<file path="src/jl_pkg.sv">
/*
  jl_pkg: constants, encodings and link parameters shared by the
  transmit link layer and its 8b/10b encoder.
  Assumes one octet per lane per clock at the core clock rate.
*/
package jl_pkg;
  // core clock
  localparam int CLK_MHZ = 40;
  localparam int LANES = 3;

  // control characters (K28.y) and the D21.5 pattern as octets, then the 10-bit reset symbol
  localparam logic [7:0] K_R = 8'h1C;
  localparam logic [7:0] K_A = 8'h7C;
  localparam logic [7:0] K_Q = 8'h9C;
  localparam logic [7:0] K_K = 8'hBC;
  localparam logic [7:0] K_F = 8'hFC;
  localparam logic [7:0] D21_5 = 8'hB5;
  localparam logic [9:0] SYM_RESET = 10'h0FA;

  // alignment sequence layout
  localparam logic [1:0] ILA_LAST_MF = 2'h3;
  localparam logic [1:0] CFG_MF = 2'h1;
  localparam logic [7:0] CFG_FIRST = 8'h02;
  localparam logic [7:0] CFG_LEN = 8'h0E;

  // encoded link parameters (value minus one where the field is so encoded)
  localparam logic [2:0] F_EFF_M1 = 3'h6;
  localparam logic [2:0] F_SIM_M1 = 3'h1;
  localparam logic [7:0] L3_M1 = 8'h02;
  localparam logic [7:0] L2_M1 = 8'h01;
  localparam logic [7:0] M_M1 = 8'h01;
  localparam logic [7:0] N_M1 = 8'h0D;
  localparam logic [7:0] NP_EFF_M1 = 8'h0D;
  localparam logic [7:0] NP_SIM_M1 = 8'h0F;
  localparam logic [7:0] S_EFF3_M1 = 8'h05;
  localparam logic [7:0] S_EFF2_M1 = 8'h03;
  localparam logic [7:0] S_SIM_M1 = 8'h00;
  localparam logic [7:0] SUBCLASS = 8'h02;
  localparam logic [7:0] JESDV = 8'h01;
  localparam int SCR_POS = 7;
  localparam int SUBCLASS_POS = 5;
  localparam int JESDV_POS = 5;

  // lane rate multipliers over sample rate, as numerator / denominator
  localparam int RATE_EFF3_NUM = 280;
  localparam int RATE_EFF3_DEN = 24;
  localparam int RATE_EFF2_NUM = 280;
  localparam int RATE_EFF2_DEN = 16;
  localparam int RATE_SIM_NUM = 320;
  localparam int RATE_SIM_DEN = 16;

  // transport packing
  localparam logic [4:0] W_EFF = 5'h0E;
  localparam logic [4:0] W_SIM = 5'h10;
  localparam logic [4:0] OCT_BITS = 5'h08;
  localparam logic [1:0] TAIL_BITS = 2'h0;

  // test pattern control register
  localparam logic [7:0] ADDR_TP_CTRL = 8'hC0;
  localparam logic [7:0] TP_CTRL_RESET = 8'h00;
  localparam int TP_EN_BIT = 0;
  localparam int TP_SEL_LSB = 1;
  localparam int TP_SEL_MSB = 3;
  localparam logic [13:0] CHK_A = 14'h2AAA;
  localparam logic [13:0] CHK_B = 14'h1555;
  localparam logic [6:0] PRBS_SEED = 7'h7F;

  typedef enum logic [2:0] {
    TP_OFF = 3'b000,
    TP_RAMP = 3'b001,
    TP_CHECK = 3'b010,
    TP_PRBS7 = 3'b011,
    TP_D215 = 3'b100,
    TP_K285 = 3'b101
  } jl_tp_t;

  typedef enum logic [1:0] {
    ST_CGS = 2'b00,
    ST_ILA = 2'b01,
    ST_DATA = 2'b10
  } jl_state_t;
endpackage

</file>
<file path="src/jl_sym_if.sv">
/*
  jl_sym_if: octet and control flag into one lane encoder, symbol back.
  Assumes the source holds octet and flag in flip-flops.
*/
`timescale 1ns/10ps
interface jl_sym_if;
  logic [7:0] octet;
  logic isK;
  logic [9:0] symbol;
  modport src(output octet, output isK, input symbol);
  modport enc(input octet, input isK, output symbol);
endinterface

</file>
<file path="src/jl_enc8b10b.sv">
/*
  jl_enc8b10b: one lane of 8b/10b encoding with running disparity.
  Assumes control octets are only K28.y; symbol bit 9 leaves the lane first.
*/
`timescale 1ns/10ps
module jl_enc8b10b
  import jl_pkg::*;
(
  // clock and reset
  input wire logic clk,
  input wire logic reset,
  // octet in, symbol out
  jl_sym_if.enc sym
);
  typedef struct packed {
    logic rd;
    logic [9:0] symbol;
  } jl_enc_state_t;

  jl_enc_state_t q;
  jl_enc_state_t n;

  function automatic logic [5:0] code6(input logic [4:0] x);
    case (x)
      5'h00: code6 = 6'b100111;
      5'h01: code6 = 6'b011101;
      5'h02: code6 = 6'b101101;
      5'h03: code6 = 6'b110001;
      5'h04: code6 = 6'b110101;
      5'h05: code6 = 6'b101001;
      5'h06: code6 = 6'b011001;
      5'h07: code6 = 6'b111000;
      5'h08: code6 = 6'b111001;
      5'h09: code6 = 6'b100101;
      5'h0A: code6 = 6'b010101;
      5'h0B: code6 = 6'b110100;
      5'h0C: code6 = 6'b001101;
      5'h0D: code6 = 6'b101100;
      5'h0E: code6 = 6'b011100;
      5'h0F: code6 = 6'b010111;
      5'h10: code6 = 6'b011011;
      5'h11: code6 = 6'b100011;
      5'h12: code6 = 6'b010011;
      5'h13: code6 = 6'b110010;
      5'h14: code6 = 6'b001011;
      5'h15: code6 = 6'b101010;
      5'h16: code6 = 6'b011010;
      5'h17: code6 = 6'b111010;
      5'h18: code6 = 6'b110011;
      5'h19: code6 = 6'b100110;
      5'h1A: code6 = 6'b010110;
      5'h1B: code6 = 6'b110110;
      5'h1C: code6 = 6'b001110;
      5'h1D: code6 = 6'b101110;
      5'h1E: code6 = 6'b011110;
      default: code6 = 6'b101011;
    endcase
  endfunction

  function automatic logic [9:0] codeK28(input logic [2:0] y);
    case (y)
      3'h0: codeK28 = 10'b0011110100;
      3'h1: codeK28 = 10'b0011111001;
      3'h2: codeK28 = 10'b0011110101;
      3'h3: codeK28 = 10'b0011110011;
      3'h4: codeK28 = 10'b0011110010;
      3'h5: codeK28 = 10'b0011111010;
      3'h6: codeK28 = 10'b0011110110;
      default: codeK28 = 10'b0011111000;
    endcase
  endfunction

  always_comb begin
    logic [5:0] c6;
    logic [3:0] c4;
    logic [9:0] c10;
    logic rd1;
    c6 = code6(sym.octet[4:0]);
    c4 = 4'h0;
    c10 = codeK28(sym.octet[7:5]);
    rd1 = q.rd;
    n = q;
    // disparity is tracked across every octet, commas included
    if (sym.isK) begin
      if (q.rd) begin
        c10 = ~c10;
      end
      n.rd = q.rd ^ ($countones(c10) != 5);
      n.symbol = c10;
    end else begin
      if (q.rd && (($countones(c6) != 3) || (c6 == 6'b111000))) begin
        c6 = ~c6;
      end
      rd1 = q.rd ^ ($countones(c6) != 3);
      case (sym.octet[7:5])
        3'h0: c4 = 4'b1011;
        3'h1: c4 = 4'b1001;
        3'h2: c4 = 4'b0101;
        3'h3: c4 = 4'b1100;
        3'h4: c4 = 4'b1101;
        3'h5: c4 = 4'b1010;
        3'h6: c4 = 4'b0110;
        default: c4 = 4'b1110;
      endcase
      // alternate x.7 avoids a run of five equal bits across the boundary
      if ((sym.octet[7:5] == 3'h7) &&
          ((!rd1 && c6[1] && c6[0]) || (rd1 && !c6[1] && !c6[0]))) begin
        c4 = 4'b0111;
      end
      if (rd1 && (($countones(c4) != 2) || (c4 == 4'b1100))) begin
        c4 = ~c4;
      end
      n.rd = rd1 ^ ($countones(c4) != 2);
      n.symbol = {c6, c4};
    end
  end

  always_ff @(posedge clk or posedge reset) begin
    if (reset) begin
      // the reset symbol is K28.5 RD-, which leaves the running disparity positive
      q <= '{rd: 1'b1, symbol: SYM_RESET};
    end else begin
      q <= n;
    end
  end

  assign sym.symbol = q.symbol;
endmodule

</file>
<file path="src/jl_tx_link.sv">
/*
  jl_tx_link: transmit link layer of a three-lane serial converter link:
  code group sync, alignment sequence, packing, scrambling, octet
  substitution, test patterns and 8b/10b encoding per lane.
  Assumes syncN and all inputs are synchronous to clk, samples arrive
  already mapped to lanes, and link parameters are held steady by software.
*/
`timescale 1ns/10ps
module jl_tx_link
  import jl_pkg::*;
#(
  parameter logic [7:0] DEV_ID = 8'h00,  // arbitrary value
  parameter logic [7:0] BANK_ID = 8'h00  // arbitrary value
)(
  // clock and reset
  input wire logic clk,
  input wire logic reset,
  // sync pin, active low
  input wire logic syncN,
  // link configuration
  input wire logic cfgSimple,
  input wire logic cfgTwoLane,
  input wire logic [4:0] cfgKMinus1,
  input wire logic cfgScrambleEn,
  input wire logic cfgLaneSyncEn,
  input wire logic cfgSyncIsDivReset,
  // register port
  input wire logic [7:0] cfgAddr,
  input wire logic [7:0] cfgWrData,
  input wire logic cfgWrEn,
  output logic [7:0] cfgRdData,
  // samples per lane
  input wire logic [LANES-1:0][13:0] laneSample,
  output logic [LANES-1:0] sampleTake,
  // lane symbols and status
  output logic [LANES-1:0][9:0] laneSymbol,
  output logic [1:0] linkState,
  output logic clkDivReset
);
  typedef struct packed {
    jl_state_t state;
    logic syncPrev;
    logic pinLowPrev;
    logic divRst;
    logic simple;
    logic twoLane;
    logic [4:0] kMinus1;
    logic scrEn;
    logic laneSyncEn;
    logic [2:0] octCnt;
    logic [4:0] frmCnt;
    logic [1:0] mfCnt;
    logic [7:0] mfPos;
    logic [7:0] tpCtrl;
    logic [7:0] rdData;
    logic [13:0] tpRamp;
    logic tpPhase;
    logic [6:0] prbs;
    logic [LANES-1:0] take;
    logic [LANES-1:0][23:0] acc;
    logic [LANES-1:0][4:0] fill;
    logic [LANES-1:0][14:0] scr;
    logic [LANES-1:0][7:0] lastOct;
    logic [LANES-1:0] lastVld;
    logic [LANES-1:0][7:0] octet;
    logic [LANES-1:0] isK;
  } jl_tx_state_t;

  jl_tx_state_t q;
  jl_tx_state_t n;

  // commas leave the lanes from the first edge after reset
  localparam jl_tx_state_t Q_RESET = '{state: ST_CGS, octet: {LANES{K_K}}, isK: '1,
                                       default: '0};

  // one configuration octet of the second alignment multiframe
  function automatic logic [7:0] cfgOctet(input logic [7:0] idx, input logic [7:0] lane,
                                          input logic simple, input logic twoLane,
                                          input logic scr, input logic [4:0] kM1);
    logic [7:0] lM1;
    logic [7:0] fM1;
    logic [7:0] sM1;
    logic [7:0] npM1;
    logic [7:0] chk;
    lM1 = twoLane ? L2_M1 : L3_M1;
    fM1 = {5'h00, simple ? F_SIM_M1 : F_EFF_M1};
    sM1 = simple ? S_SIM_M1 : (twoLane ? S_EFF2_M1 : S_EFF3_M1);
    npM1 = simple ? NP_SIM_M1 : NP_EFF_M1;
    chk = DEV_ID + BANK_ID + lane + {7'h00, scr} + lM1 + fM1 + {3'h0, kM1} + M_M1 + N_M1 +
          npM1 + SUBCLASS + sM1 + JESDV;
    case (idx)
      8'h00: cfgOctet = DEV_ID;
      8'h01: cfgOctet = BANK_ID;
      8'h02: cfgOctet = lane;
      8'h03: cfgOctet = ({7'h00, scr} << SCR_POS) | lM1;
      8'h04: cfgOctet = fM1;
      8'h05: cfgOctet = {3'h0, kM1};
      8'h06: cfgOctet = M_M1;
      8'h07: cfgOctet = N_M1;
      8'h08: cfgOctet = (SUBCLASS << SUBCLASS_POS) | npM1;
      8'h09: cfgOctet = (JESDV << JESDV_POS) | sM1;
      8'h0D: cfgOctet = chk;
      default: cfgOctet = 8'h00;
    endcase
  endfunction

  always_comb begin
    logic syncReq;
    logic release_;
    logic frameEnd;
    logic mfEnd;
    logic tpEn;
    jl_tp_t tpSel;
    logic [2:0] fM1;
    logic [23:0] a;
    logic [4:0] fl;
    logic [13:0] word;
    logic [7:0] d;
    logic [7:0] o;
    logic [14:0] s;
    logic [6:0] p;
    logic [7:0] prbsOct;
    syncReq = 1'b0;
    release_ = 1'b0;
    frameEnd = 1'b0;
    mfEnd = 1'b0;
    tpEn = 1'b0;
    tpSel = TP_OFF;
    fM1 = F_EFF_M1;
    a = '0;
    fl = '0;
    word = '0;
    d = '0;
    o = '0;
    s = '0;
    p = q.prbs;
    prbsOct = '0;
    n = q;

    // the pin is the link sync unless steered to the divider reset
    syncReq = ~syncN & ~cfgSyncIsDivReset;
    release_ = q.syncPrev & ~syncReq;
    n.syncPrev = syncReq;
    n.pinLowPrev = ~syncN;
    n.divRst = cfgSyncIsDivReset & ~syncN & ~q.pinLowPrev;

    // register port: write takes effect next cycle, read data is registered
    if (cfgWrEn && (cfgAddr == ADDR_TP_CTRL)) begin
      n.tpCtrl = cfgWrData;
    end
    n.rdData = (cfgAddr == ADDR_TP_CTRL) ? q.tpCtrl : 8'h00;
    tpEn = q.tpCtrl[TP_EN_BIT];
    tpSel = jl_tp_t'(q.tpCtrl[TP_SEL_MSB:TP_SEL_LSB]);

    // frame length follows packing: 7 octets efficient, 2 simple
    fM1 = q.simple ? F_SIM_M1 : F_EFF_M1;
    frameEnd = (q.octCnt == fM1);
    mfEnd = frameEnd && (q.frmCnt == q.kMinus1);

    // eight PRBS7 bits per octet, x^7 + x^6 + 1
    for (int i = 7; i >= 0; i--) begin
      p = {p[5:0], p[6] ^ p[5]};
      prbsOct[i] = p[0];
    end

    for (int l = 0; l < LANES; l++) begin
      n.octet[l] = K_K;
      n.isK[l] = 1'b1;
      s = q.scr[l];
      case (q.state)
        ST_CGS: begin
          n.octet[l] = K_K;
          n.isK[l] = 1'b1;
        end
        ST_ILA: begin
          // markers: start of each multiframe, its end, config start
          if (q.mfPos == 8'h00) begin
            n.octet[l] = K_R;
          end else if (mfEnd) begin
            n.octet[l] = K_A;
          end else if ((q.mfCnt == CFG_MF) && (q.mfPos == 8'h01)) begin
            n.octet[l] = K_Q;
          end else if ((q.mfCnt == CFG_MF) && (q.mfPos >= CFG_FIRST) &&
                       (q.mfPos < CFG_FIRST + CFG_LEN)) begin
            n.octet[l] = cfgOctet(q.mfPos - CFG_FIRST, 8'(l), q.simple, q.twoLane,
                                  q.scrEn, q.kMinus1);
            n.isK[l] = 1'b0;
          end else begin
            n.octet[l] = q.mfPos;
            n.isK[l] = 1'b0;
          end
          // the sequence shifts through the scrambler register as sent
          if (q.scrEn) begin
            for (int i = 7; i >= 0; i--) begin
              s = {s[13:0], n.octet[l][i]};
            end
          end
        end
        ST_DATA: begin
          a = q.acc[l];
          fl = q.fill[l];
          // test words take the sample path, so they are packed alike
          if (tpEn && (tpSel == TP_RAMP)) begin
            word = q.tpRamp;
          end else if (tpEn && (tpSel == TP_CHECK)) begin
            word = q.tpPhase ? CHK_B : CHK_A;
          end else begin
            word = laneSample[l];
          end
          if (q.take[l]) begin
            if (q.simple) begin
              a = a | ({word, TAIL_BITS, 8'h00} >> fl);
              fl = fl + W_SIM;
            end else begin
              a = a | ({word, 10'h000} >> fl);
              fl = fl + W_EFF;
            end
          end
          d = a[23:16];
          n.acc[l] = a << OCT_BITS;
          n.fill[l] = fl - OCT_BITS;
          o = d;
          if (q.scrEn) begin
            for (int i = 7; i >= 0; i--) begin
              o[i] = d[i] ^ s[14] ^ s[13];
              s = {s[13:0], o[i]};
            end
          end
          n.octet[l] = o;
          n.isK[l] = 1'b0;
          if (frameEnd) begin
            if (q.lastVld[l] && (o == q.lastOct[l])) begin
              n.isK[l] = 1'b1;
              if (mfEnd && q.laneSyncEn) begin
                n.octet[l] = K_A;
              end else begin
                n.octet[l] = K_F;
              end
            end
            n.lastOct[l] = o;
            n.lastVld[l] = 1'b1;
          end
          // link patterns bypass packing and scrambling
          if (tpEn && (tpSel == TP_PRBS7)) begin
            n.octet[l] = prbsOct;
            n.isK[l] = 1'b0;
          end else if (tpEn && (tpSel == TP_D215)) begin
            n.octet[l] = D21_5;
            n.isK[l] = 1'b0;
          end else if (tpEn && (tpSel == TP_K285)) begin
            n.octet[l] = K_K;
            n.isK[l] = 1'b1;
          end
        end
        default: begin
          n.octet[l] = K_K;
          n.isK[l] = 1'b1;
        end
      endcase
      n.scr[l] = s;
      // an unused third lane keeps idling on commas
      if (q.twoLane && (l == LANES - 1)) begin
        n.octet[l] = K_K;
        n.isK[l] = 1'b1;
      end
    end

    if (q.state == ST_DATA) begin
      n.prbs = p;
      if (q.take[0]) begin
        n.tpRamp = q.tpRamp + 14'h0001;
        n.tpPhase = ~q.tpPhase;
      end
    end

    if (syncReq) begin
      // hold in comma mode; configuration is taken only here
      n.state = ST_CGS;
      n.simple = cfgSimple;
      n.twoLane = cfgTwoLane;
      n.kMinus1 = cfgKMinus1;
      n.scrEn = cfgScrambleEn;
      n.laneSyncEn = cfgLaneSyncEn;
      n.octCnt = '0;
      n.frmCnt = '0;
      n.mfCnt = '0;
      n.mfPos = '0;
    end else if ((q.state == ST_CGS) && release_) begin
      // release is the common time origin: all counters and patterns restart
      n.state = ST_ILA;
      n.octCnt = '0;
      n.frmCnt = '0;
      n.mfCnt = '0;
      n.mfPos = '0;
      n.tpRamp = '0;
      n.tpPhase = 1'b0;
      n.prbs = PRBS_SEED;
      n.acc = '0;
      n.fill = '0;
      n.scr = '0;
      n.lastVld = '0;
    end else if (q.state != ST_CGS) begin
      n.octCnt = frameEnd ? 3'h0 : q.octCnt + 3'h1;
      n.mfPos = mfEnd ? 8'h00 : q.mfPos + 8'h01;
      if (frameEnd) begin
        n.frmCnt = mfEnd ? 5'h00 : q.frmCnt + 5'h01;
      end
      if (mfEnd) begin
        n.mfCnt = q.mfCnt + 2'h1;
        if ((q.state == ST_ILA) && (q.mfCnt == ILA_LAST_MF)) begin
          n.state = ST_DATA;
        end
      end
    end

    for (int l = 0; l < LANES; l++) begin
      n.take[l] = (n.state == ST_DATA) && (n.fill[l] < OCT_BITS);
    end
  end

  always_ff @(posedge clk or posedge reset) begin
    if (reset) begin
      q <= Q_RESET;
    end else begin
      q <= n;
    end
  end

  // one encoder per lane, fed from registered octets
  for (genvar gl = 0; gl < LANES; gl++) begin : g_lane
    jl_sym_if symIf();
    assign symIf.octet = q.octet[gl];
    assign symIf.isK = q.isK[gl];
    jl_enc8b10b u_enc (
      .clk(clk),
      .reset(reset),
      .sym(symIf)
    );
    assign laneSymbol[gl] = symIf.symbol;
  end

  assign cfgRdData = q.rdData;
  assign sampleTake = q.take;
  assign linkState = q.state;
  assign clkDivReset = q.divRst;
endmodule

</file>
<file path="config.mk">
export PLATFORM = sky130hd
export DESIGN_NAME = jl_tx_link
export DESIGN_NICKNAME = d
export VERILOG_FILES = /design/src/jl_pkg.sv /design/src/jl_sym_if.sv /design/src/jl_enc8b10b.sv /design/src/jl_tx_link.sv
export SDC_FILE = /design/constraint.sdc
export NUM_CORES = 1
export LEC_CHECK = 0
export BUFFER_PORTS_ARGS = -buffer_cell sky130_fd_sc_hd__buf_4
export CAP_MARGIN = 20
export CORE_MARGIN = 2
export CORE_UTILIZATION = 30
export DETAILED_ROUTE_END_ITERATION = 8
export PLACE_DENSITY_LB_ADDON = 0.08
export SLEW_MARGIN = 15
export SYNTH_ARGS = -nofsm -noshare
export SYNTH_HDL_FRONTEND = slang
export SYNTH_SLANG_ARGS = --single-unit
</file>
<file path="constraint.sdc">
create_clock -name clk -period 9 [get_ports clk]
set_input_delay 0.45 -clock clk [delete_from_list [all_inputs] [get_ports clk]]
set_output_delay 0.45 -clock clk [all_outputs]
set_load 0.01 [all_outputs]
</file>
### Word-level counts from Yosys, hierarchy flattened

Memories as Yosys holds them, arrays and structs flattened.
Cells that the tools add are included.

* register bits: 292
* bits in read-only memories: 576
* memories: 3

Memories
* (no name shown): depth 32, width 6, rd ports 1, clocked after Yosys merged registers in 0, wr ports 0, line jl_enc8b10b.sv:24 `case (x)`
* (no name shown): depth 32, width 6, rd ports 1, clocked after Yosys merged registers in 0, wr ports 0, line jl_enc8b10b.sv:24
* (no name shown): depth 32, width 6, rd ports 1, clocked after Yosys merged registers in 0, wr ports 0, line jl_enc8b10b.sv:24

* equality and inequality tests: 68
* shifts and indexed selects: 3
* add/subtract/negate cells: 119
* multiplexer cells: 169
* $lt $le $gt $ge: 5
* bitwise gates (word level): 87
* reductions and logical operators: 71

Operators by type and width (number)
* $add A32 B32 Y32: 30
* $ne A32 B3 Y1 const B: 12
* $mux W8: 37
* $mux W132: 2
* $mux W24: 9
* $pmux W4 S7: 6
* $mux W14: 10
* $pmux W8 S8: 2
* $mux W15: 7
* $ne A32 B4 Y1 const B: 3
* $add A1 B1 Y2: 45
* $pmux W15 S2: 3
* $or A24 B24 Y24: 3
* $pmux W8 S9: 1
* $shr A24 B5 Y24: 3
* $mux W5: 14
* $mux W22: 3
* $xor A1 B1 Y1: 65
* $mux W10: 6
* $mux W18: 3
* $add A8 B1 Y8 const B: 6
* $mux W4: 12
* $pmux W8 S2: 3
* $eq A3 B3 Y1 const B: 14
* other kinds (62): 223

### Logic depth before layout (Yosys ltp)

Gate-level depths: netlist of run 1.
An unclocked memory read counts as a cell.

* depth after elaboration: 33
* mapped depth: 39
* gate-level depth less buffers: 39

### Cells and area by module

Synthesis of run 1 repeated with hierarchy kept, for this count alone.

* cell total of the unflattened synthesis: 2835
* area, all modules: 24061.8 µm²

Modules (own cells, without submodules)
* jl_tx_link: area each 18516.5 µm², cells each 2189, instances 1
* jl_enc8b10b (g_lane[1].u_enc ...): area each 1790.5 µm², cells each 203, instances 2
* jl_enc8b10b (g_lane[0].u_enc): area each 1964.4 µm², cells each 240, instances 1

### Worst setup path after synthesis of run 1

OpenSTA, ideal clock, no wires.

* kind: register to register
* start point: register q, in the netlist g_lane[2].symIf.octet[3]
* end point: register g_lane[2].u_enc.q[10] (netlist bit)
* setup slack: 680 ps
* stages on the path, launching flop included: 36
* arrival time: 8230 ps
* data required time: 8910 ps
* period minus slack after synthesis: 8320 ps
* path through: dfstp_2 -> clkbuf_1 -> buf_1 -> mux2i_1 -> o311ai_0 -> ha_1 -> inv_1 -> fa_1 -> inv_1 -> ha_1 -> nand4b_1 -> o21ai_1 -> nand2_1 -> mux2i_1 -> fa_1 -> ha_1 -> nand2_1 -> nor3_1 -> xnor2_1 -> xnor2_1 -> or3_1 -> a211oi_1 -> a21o_1 -> inv_1 -> ha_1 -> ha_1 -> fa_1 -> a211oi_1 -> nand2_1 -> nand2_1 -> nor3_1 -> a21oi_1 -> fa_1 -> nor3b_1 -> xor2_1 -> o21ai_0

RTL lines
* start, declared: line jl_tx_link.sv:69 `jl_tx_state_t q;`
* start signal, assigned: line jl_tx_link.sv:325 `q <= n;`
* end signal, assigned: line jl_enc8b10b.sv:121 `q <= '{rd: 1'b1, symbol: SYM_RESET};`
* end signal, assigned: line jl_enc8b10b.sv:123 `q <= n;`
* end, declared: line jl_enc8b10b.sv:20 `jl_enc_state_t q;`

==> results by group, run 1 <==
Status
  – Status: complete, no violations

Logic synthesis
  – Register area share after synthesis: 0.317
  – Synth Register Bits: 289
  – Cells after Synth: 2727
  – Largest area contributor in the netlist: dfrtp_1
  – Area contributors post-synth: dfrtp_1, ha_1, a21oi_1, o21ai_0, nand2_1
  – Top-count cell post-synth: nand2_1
  – Post-synthesis cell type count: 104
  – Asr flop ratio synth: 1.00
  – Syn_nets: 2946
  – Yosys warns: 0
  – Avg Inst Size Synth: 8.42 um^2
  – Post-synth EDFFs: 0
  – Synth top area share: 0.272
  – Top cells by count, synth: nand2_1, a21oi_1, o21ai_0
  – Most frequently used flop master after synthesis: dfrtp_1
  – Mapped Area: 23000 um^2

Setup path
  – WP buf/inv: 5
  – Setup Crit Path Kind: reg2reg
  – Nature of the critical path endpoint: flop
  – R2r setup slk: 0.69 ns
  – CP arrival: 8.80 ns
  – Slowest stage delay, CP: 0.52 ns
  – Crit-path most repeated cell: ha_1
  – Worst path slowest cell: fa_1
  – R2r endpoint: g_lane[2].u_enc.q[10]
  – CP max FO: 7
  – Family with the most delay on the worst path: adder cells
  – Register-to-Register Path Depth: 38
  – Startpoint types: flop
  – Reg2reg start: g_lane[2].symIf.octet[0]
  – CP Data Required Time: 9.49 ns

Power
  – Internal power: 3650 uW
  – Max VDD drop: 0.117 mV
  – P_sw: 2410 uW
  – Share of power burned in registers: 0.274
  – Switching Share: 0.397
  – Logic pwr share: 0.464
  – PwrDens: 237 nW/um^2
  – Leakage: 0.0112 uW
  – Clock Power Share: 0.263

Cells and area
  – Design area: 25600 um^2
  – Multi-input combinational cell area: 14300 um^2
  – Share of cells above drive strength 1: 0.133
  – Syn-to-layout area delta: 11.3%
  – Register area: 7280 um^2
  – Fill cells: 7929
  – Final nets: 2915
  – Final Util: 0.337

STA
  – Fin Setup TNS: 0 ns
  – Relative slew slack: 0.240
  – Setup violators final: 0
  – Max-slew violation count: 0
  – Worst Skew: 0.0338 ns
  – Hold Vio Cnt, Final: 0
  – RSZ-0062 raised after global routing: no
  – Tmin final: 8.31 ns
  – Fmax: 120 MHz
  – Period utilisation layout: 0.923
  – Worst-Margin Slew: 1.14 ns

Clock network
  – Clock Tree Root: clkbuf_16
  – CTS tree: yes
  – CTS H-tree depth: 2
  – Clk slew on worst S/H paths: 0.06 ns
  – CTS Buf Count: 40
  – Clk sinks: 289
  – Skew-Pair Late Insertion Delay: 0.58 ns
  – CTS Buffer Depth: 3
  – CTS Hold Bufs: 0

Floorplanning
  – Die height: 281 um
  – IO Pins: 116
  – Num rows: 101
  – Core Region: 75800 um^2
  – Die area: 78800 um^2
  – Initial Util: 0.303
  – Chip width: 281 um

Global routing
  – Total grt overflow: 0
  – GRT Total Usage: 0.192
  – Initial antenna violation count: 0
  – Pin count of the biggest net entering global routing: 113
  – Vias in the first global route: 19900
  – Global-route wire length before repair: 119 mm

Routing
  – TritonRoute pass-1 iters: 6
  – Post-route DRC: 0
  – Final wirelength: 76.0 mm
  – Routed WL per cell: 20.5 um
  – Via count: 20000
  – Antenna Nets Post-Route: 0
  – Drt via density: 5.39
  – Initial drt markers: 1386

Min path
  – Class of the worst hold path: in2async

Placed design
  – Placement Cell Area: 24200 um^2
  – RD Place Congestion: 0.864
  – DP HPWL: 56.0 mm
  – Number of port buffers: 115

Job
  – Max-cap check violation count: 0
stage by stage:
stage	cells	worst slack [ns]	hold WS, ns	total power (uW)
finish	3704	0.692	0.0315	6060
global route	3703	0.0339	0.0780	6610
CTS	3702	0.256	0.0502	6140
global placement	3631	0.450	0.396	4410
floorplan	2727	0.637	0.382	3810
detailed placement	3631	0.243	0.391	4490
registers in the layout, summed over array words and instances (netlist names):
register                 cells
cfgRdData                    8
clkDivReset                  1
g_lane.symIf.isK             3
g_lane.symIf.octet          24
g_lane.u_enc.q               3
g_lane.u_enc.sym.symbol     30
linkState                    2
q                          215
sampleTake                   3
area by class of cell:
| type | count | share of cell area |
|---|---|---|
| Antenna cell | 1 | 0.0000979 |
| Clock buffer | 57 | 0.0461 |
| Clock inverter | 14 | 0.00470 |
| Inverter | 119 | 0.0178 |
| Multi-Input combinational cell | 2106 | 0.558 |
| Sequential cell | 289 | 0.285 |
| Tap cell | 978 | 0.0479 |
| Timing Repair Buffer | 140 | 0.0410 |
worst register-to-register path: cells and delay by family (launching register included):
| family | cells | cell delay [ns] |
|---|---|---|
| xor gates and xnor gates | 3 | 0.51 |
| and+or+nand+nor | 11 | 1.66 |
| buffers and inverters | 5 | 0.38 |
| muxes | 1 | 0.34 |
| AOI/OAI and AO/OA | 8 | 1.53 |
| DFF | 1 | 0.46 |
| adders and majority gates | 10 | 3.35 |
cell usage in the layout (no fill, tap or decap), drive strengths merged, types with 63 or more instances in the layout:
cell type	n
xor2	103
inv	116
o21ai	266
xnor2	92
dfrtp	250
nand2	288
a21oi	269
buf	139
nor2	196
mux2i	63
ha	119
routing by layer:
layer / track usage / wire, um / up-vias
met1: 0.268 / 36200 / 9862
met5: 0 / 0 / -
met3: 0.0217 / 2950 / 71
met2: 0.317 / 35500 / 441
li1: - / - / 9592
met4: 0.0433 / 1360 / 0
worst max path at each step:
stage	startpoint	end	slack, ns	cells after the start
2_1_floorplan	reset	cfgRdData[0]	0.64	1
3_3_place_gp	g_lane[2].symIf.octet[0]	g_lane[2].u_enc.q[10]	0.45	36
3_5_place_dp	g_lane[2].symIf.octet[0]	g_lane[2].u_enc.q[10]	0.24	36
4_1_cts	g_lane[2].symIf.octet[0]	g_lane[2].u_enc.q[10]	0.26	36
5_1_grt	g_lane[2].symIf.octet[0]	g_lane[2].u_enc.q[10]	0.03	38
6_report	g_lane[2].symIf.octet[0]	g_lane[2].u_enc.q[10]	0.69	38
power groups by stage:
stage               sequential [uW]  combinational, uW  clock [uW]
floorplan                      1590               2220           0
global placement               1680               2740           0
CTS                            1660               2830        1650
finish                         1660               2810        1590
global route                   1690               3220        1700
detailed placement             1680               2810           0
cells by family (layout without fill, tap and decap cells):
group | count (synthesis) | count (layout) | synth area share
AOI/OAI and AO/OA | 811 | 811 | 0.215
xor gates and xnor gates | 200 | 200 | 0.0794
adders and majority gates | 147 | 147 | 0.0892
buffers and inverters | 332 | 330 | 0.0657
DFF | 289 | 289 | 0.317
muxes | 101 | 101 | 0.0507
other | 0 | 1 | 0
and+or+nand+nor | 847 | 847 | 0.183
timing repair:
item	CTS	global route
gates resized for setup	0	7
endpoints found under the setup margin	0	1
setup buffers	0	0
Note: power is estimated with default switching activity, not from simulation.
==> run 2, diff against run 1 <==
--- a/config.mk
+++ b/config.mk
@@ -8,7 +8,7 @@
 export BUFFER_PORTS_ARGS = -buffer_cell sky130_fd_sc_hd__buf_4
 export CAP_MARGIN = 20
 export CORE_MARGIN = 2
-export CORE_UTILIZATION = 30
+export CORE_UTILIZATION = 63
 export DETAILED_ROUTE_END_ITERATION = 8
 export PLACE_DENSITY_LB_ADDON = 0.08
 export SLEW_MARGIN = 15
==> run 2 against run 1 <==
Critical path depth did not move. Sequential power barely moved. Sequential share of layout area up 0.92 points. Final area is 3.1% lower. Cell count down 14%. Non-clock buffer count is 5 lower. First-iteration DRC count is 31% higher. Fmax decreased by 0.89%. Worst hold slack got worse by 0.027 ns. Total power fell by 2.5%. Register-to-register slack lost 0.07 ns. Via count increased by 2.1%. Largest cell class unchanged. Largest power group unchanged.
==> results by group, run 2 (synthesis gave the netlist of run 1 again) <==
Floorplanning
  – Initial Util: 0.643
  – IO Pins: 116
  – Num rows: 69
  – Core Region: 35700 um^2
  – Chip width: 195 um
  – Die height: 195 um
  – Die area: 38000 um^2

Placed design
  – Number of port buffers: 115
  – RD Place Congestion: 0.947
  – DP HPWL: 47.0 mm
  – Worst Setup Slack post-DPL: 0.286 ns
  – Placement Cell Area: 23500 um^2
  – Post-Place Cells: 3109

Power
  – Clock Power Share: 0.246
  – Internal power: 3590 uW
  – Max VDD drop: 0.202 mV
  – Share of power burned in registers: 0.280
  – PwrDens: 239 nW/um^2
  – P_sw: 2320 uW
  – Logic pwr share: 0.474
  – Leakage: 0.0111 uW
  – Switching Share: 0.393

STA
  – Relative slew slack: 0.314
  – Worst Skew: 0.0137 ns
  – Hold Vio Cnt, Final: 0
  – Worst-Margin Slew: 1.03 ns
  – Tmin final: 8.38 ns
  – Setup violators final: 0
  – Fin Setup TNS: 0 ns
  – Fmax: 119 MHz
  – Setup ws final: 0.618 ns
  – RSZ-0062 raised after global routing: no
  – Max-slew violation count: 0
  – Hold WS: 0.00456 ns
  – Period utilisation layout: 0.931

Cells and area
  – Design area: 24800 um^2
  – Final nets: 2905
  – Syn-to-layout area delta: 7.83%
  – Most frequent cells in the layout: nand2_1, a21oi_1, o21ai_0
  – Fill cells: 2869
  – Biggest register: q
  – # diodes: 0
  – Max reg flops: 215
  – Share of cells above drive strength 1: 0.130
  – Most common cell after layout, fill and taps aside: nand2_1
  – Non-filler instance count after layout: 3173

Routing
  – Post-route DRC: 0
  – Routed WL per cell: 20.3 um
  – TritonRoute pass-1 iters: 5
  – Via count: 20400
  – Initial drt markers: 1812
  – Antenna Nets Post-Route: 0
  – Drt via density: 6.42
  – Final wirelength: 64.5 mm

Setup path
  – Setup Crit Path Kind: reg2reg
  – CP Data Required Time: 9.47 ns
  – Slowest stage delay, CP: 0.53 ns
  – Nature of the critical path endpoint: flop
  – CP max FO: 7
  – WP buf/inv: 5
  – Family with the most delay on the worst path: adder cells
  – Crit-path most repeated cell: ha_1
  – Worst path slowest cell: fa_1
  – CP arrival: 8.85 ns
  – R2r setup slk: 0.62 ns
  – Startpoint types: flop

Global routing
  – Initial antenna violation count: 1
  – GRT Total Usage: 0.339
  – Vias in the first global route: 19700
  – Global-route wire length before repair: 104 mm
  – Total grt overflow: 0
  – Pin count of the biggest net entering global routing: 95

Clock network
  – CTS Buffer Depth: 3
  – CTS Buf Count: 35
  – CTS tree: yes
  – Clock Tree Root: clkbuf_16
  – Clk sinks: 289
  – CTS H-tree depth: 2
  – Post-CTS setup buffers: 0
  – Clk slew on worst S/H paths: 0.06 ns
  – Skew-Pair Late Insertion Delay: 0.55 ns

Status
  – Status: complete, no violations

Job
  – Max-cap check violation count: 0

Min path
  – Class of the worst hold path: in2async
## run 2: cell types whose count changed in the layout (fill, tap and decap cells not counted), moves of 2 or more
cell	delta
clkbuf_16	-5
clkbuf_1	-4
clkbuf_8	+4
clkinv_2	-2
nor2_2	-2
buf_4	-5
## run 2: timing repair
item                                    4_1_cts  5_1_grt
hold buffers                                  0        0
endpoints found under the setup margin        0        1
gates resized for setup                       0       10
endpoints found under the hold margin         0        0
## run 2: metrics by stage
step / power [uW] / util
6_report: 5910 / 0.693
2_1_floorplan: 3810 / -
5_1_grt: 6350 / 0.693
4_1_cts: 5890 / 0.692
3_5_place_dp: 4410 / 0.658
3_3_place_gp: 4270 / 0.658
## run 2: path summary, 6_finish.rpt
kind,from,endpoint,cells past startpoint
min,reset,cfgRdData[5],2
max reg2reg,g_lane[2].symIf.octet[1],g_lane[2].u_enc.q[10],38
min in group clk,syncN,q[255],2
min reg2reg,q[255],clkDivReset,1
max in group asynchronous,reset,q[249],4
max,g_lane[2].symIf.octet[1],g_lane[2].u_enc.q[10],38
## run 2: worst register-to-register path, delay by kind of cell (launching register included)
| family | cells | cell delay [ns] |
|---|---|---|
| AOI/OAI and AO/OA | 7 | 1.49 |
| buffers and inverters | 5 | 0.40 |
| adders and majority gates | 10 | 3.25 |
| and+or+nand+nor | 11 | 1.73 |
| xor gates and xnor gates | 3 | 0.43 |
| DFF | 1 | 0.44 |
| muxes | 2 | 0.56 |
## run 2: metal layers
layer | GRT usage | vias to the layer above | part of all wire
li1 | - | 9551 | -
met1 | 0.455 | 9893 | 0.42
met2 | 0.549 | 776 | 0.46
met3 | 0.0613 | 156 | 0.077
met4 | 0.129 | 2 | 0.037
met5 | 0 | - | 0.00026
## run 2: power by group through the flow
stage / Sequential (uW) / Combinational, uW / Clock [uW]
final: 1660 / 2800 / 1460
after global routing: 1680 / 3150 / 1520
after CTS: 1650 / 2760 / 1470
after detailed placement: 1670 / 2740 / 0
after global placement: 1670 / 2610 / 0
after floorplan: 1590 / 2220 / 0
## run 2: area by class of cell
class | count | area [um^2] | share of cell area
flip-flops and latches | 289 | 7280 | 0.294
clock inverters | 11 | 93.8 | 0.00379
well taps | 461 | 577 | 0.0233
inverters | 119 | 454 | 0.0183
clock buffers | 52 | 1090 | 0.0441
multi-input cells | 2106 | 14300 | 0.576
repair buffers | 135 | 1010 | 0.0408
==> run 3, diff against run 2 <==
--- a/config.mk
+++ b/config.mk
@@ -10,7 +10,7 @@
 export CORE_MARGIN = 2
 export CORE_UTILIZATION = 63
 export DETAILED_ROUTE_END_ITERATION = 8
-export PLACE_DENSITY_LB_ADDON = 0.08
+export PLACE_DENSITY = 0.82
 export SLEW_MARGIN = 15
 export SYNTH_ARGS = -nofsm -noshare
 export SYNTH_HDL_FRONTEND = slang
==> constraint.sdc (replaced) <==
create_clock -name clk -period 9 [get_ports clk]
set_input_delay 0.45 -clock clk [delete_from_list [all_inputs] [get_ports clk]]
set_output_delay 0.45 -clock clk [all_outputs]
set_load 0.005 [all_outputs]
==> run 3 against run 2 <==
Register-to-register slack lost 0.06 ns. Final area rose by 0.41%. Non-clock buffer count increased by 1. Largest power group unchanged. Critical endpoint unchanged. Clock power rose by 8%.
==> results by group, run 3 (synthesis gave the netlist of run 1 again) <==
Clock network
  – CTS Buffer Depth: 3
  – Clk slew on worst S/H paths: 0.06 ns
  – CTS Buf Count: 34
  – Clock Tree Root: clkbuf_16
  – CTS H-tree depth: 2
  – Post-CTS setup buffers: 0
  – Skew-Pair Late Insertion Delay: 0.56 ns
  – CTS Hold Bufs: 0
  – CTS tree: yes
  – Clk sinks: 289

Global routing
  – Vias in the first global route: 19900
  – Total grt overflow: 0
  – Initial antenna violation count: 1
  – Pin count of the biggest net entering global routing: 175
  – GRT Total Usage: 0.336
  – Global-route wire length before repair: 104 mm

Min path
  – Class of the worst hold path: in2async

Cells and area
  – Most frequent cells in the layout: nand2_1, a21oi_1, o21ai_0
  – Most common cell after layout, fill and taps aside: nand2_1
  – Syn-to-layout area delta: 8.28%
  – Max reg flops: 215
  – Final Util: 0.696
  – Biggest register: q
  – Share of cells above drive strength 1: 0.130
  – Final nets: 2905
  – # diodes: 0
  – Non-filler instance count after layout: 3171

Floorplanning
  – IO Pins: 116
  – Initial Util: 0.643
  – Die area: 38000 um^2
  – Num rows: 69
  – Die height: 195 um
  – Chip width: 195 um
  – Core Region: 35700 um^2

STA
  – Setup violators final: 0
  – Tmin final: 8.44 ns
  – Fmax: 118 MHz
  – Fin Setup TNS: 0 ns
  – Hold Vio Cnt, Final: 0
  – Worst Skew: 0.0195 ns
  – Period utilisation layout: 0.938
  – Worst-Margin Slew: 1.12 ns
  – Relative slew slack: 0.242
  – Max-slew violation count: 0

Setup path
  – CP Launch Point: g_lane[2].symIf.octet[1]
  – CP max FO: 7
  – CP Data Required Time: 9.47 ns
  – Startpoint types: flop
  – Setup Crit Path Kind: reg2reg
  – Reg2reg start: g_lane[2].symIf.octet[1]
  – Nature of the critical path endpoint: flop
  – CP arrival: 8.91 ns
  – Worst path slowest cell: fa_1
  – Slowest stage delay, CP: 0.47 ns
  – Crit-path most repeated cell: ha_1

Placed design
  – DP HPWL: 46.1 mm
  – Post-Place Cells: 3110
  – Number of port buffers: 115
  – RD Place Congestion: 0.950

Routing
  – Drt via density: 6.49
  – Post-route DRC: 0
  – Antenna Nets Post-Route: 0
  – Final wirelength: 63.6 mm
  – Via count: 20600
  – TritonRoute pass-1 iters: 5
  – Routed WL per cell: 20.1 um
  – Initial drt markers: 2102

Power
  – Leakage: 0.0112 uW
  – PwrDens: 241 nW/um^2
  – Max VDD drop: 0.162 mV

Job
  – Max-cap check violation count: 0

Status
  – Status: complete, no violations
run 3: cell count changes in the layout (fill, tap and decap cells not counted), sizes merged:
cell      change
buf           +2
bufinv        +6
clkbuf        -7
clkinv        -2
clkinvlp      -1
run 3: final timing paths:
check                                                 to  slack (ns)  cells after the start
worst min-delay path                        cfgRdData[4]       0.006                      2
worst max register to register     g_lane[2].u_enc.q[10]        0.56                     37
worst min register to register               clkDivReset        0.41                      1
worst max-delay path               g_lane[2].u_enc.q[10]        0.56                     37
min in group clk                                  q[255]        0.08                      2
max in group asynchronous       g_lane[2].symIf.octet[0]        7.52                      3
run 3: stage by stage:
stage	instance area [um^2]	worst slack, ns	power [uW]	hold slack [ns]
5_1_grt	24900	-0.0111	6430	0.0749
2_1_floorplan	23000	0.637	3780	0.382
3_3_place_gp	23500	0.726	4220	0.392
3_5_place_dp	23500	0.313	4370	0.402
6_report	24900	0.556	5990	0.00580
4_1_cts	24800	0.170	5970	0.0560
run 3: per-layer routing:
layer,global-route usage,routed length [um],up-vias
met5,0,0,-
met4,0.128,2500,0
met3,0.0583,4960,168
met2,0.538,29600,863
met1,0.457,26600,10000
li1,-,-,9541
run 3: cell type report:
cell class	count	area (um^2)
Clock buffer	46	1020
Multi-Input combinational cell	2106	14200
Sequential cell	289	7280
Inverter	119	454
Fill cell	2872	10900
Timing Repair Buffer	136	1030
Clock inverter	14	256
Tap cell	461	577
run 3: critical path: cells and delay by family, from the launching register on:
family,cells,cell delay [ns]
compound gates,9,2.02
xor+xnor,3,0.53
fa+ha+maj,10,3.28
buf+inv,4,0.33
flops,1,0.45
mux,1,0.19
simple gates,10,1.54
run 3: power by group:
| group | switching (uW) | internal (uW) |
|---|---|---|
| clock network | 574 | 996 |
| registers | 154 | 1500 |
| logic | 1550 | 1210 |
| total | 2280 | 3710 |
run 3: timing repair:
| action | CTS | global route |
|---|---|---|
| endpoints found under the setup margin | 0 | 1 |
| hold endpoints to repair | 0 | 0 |
| resized for setup | 0 | 11 |
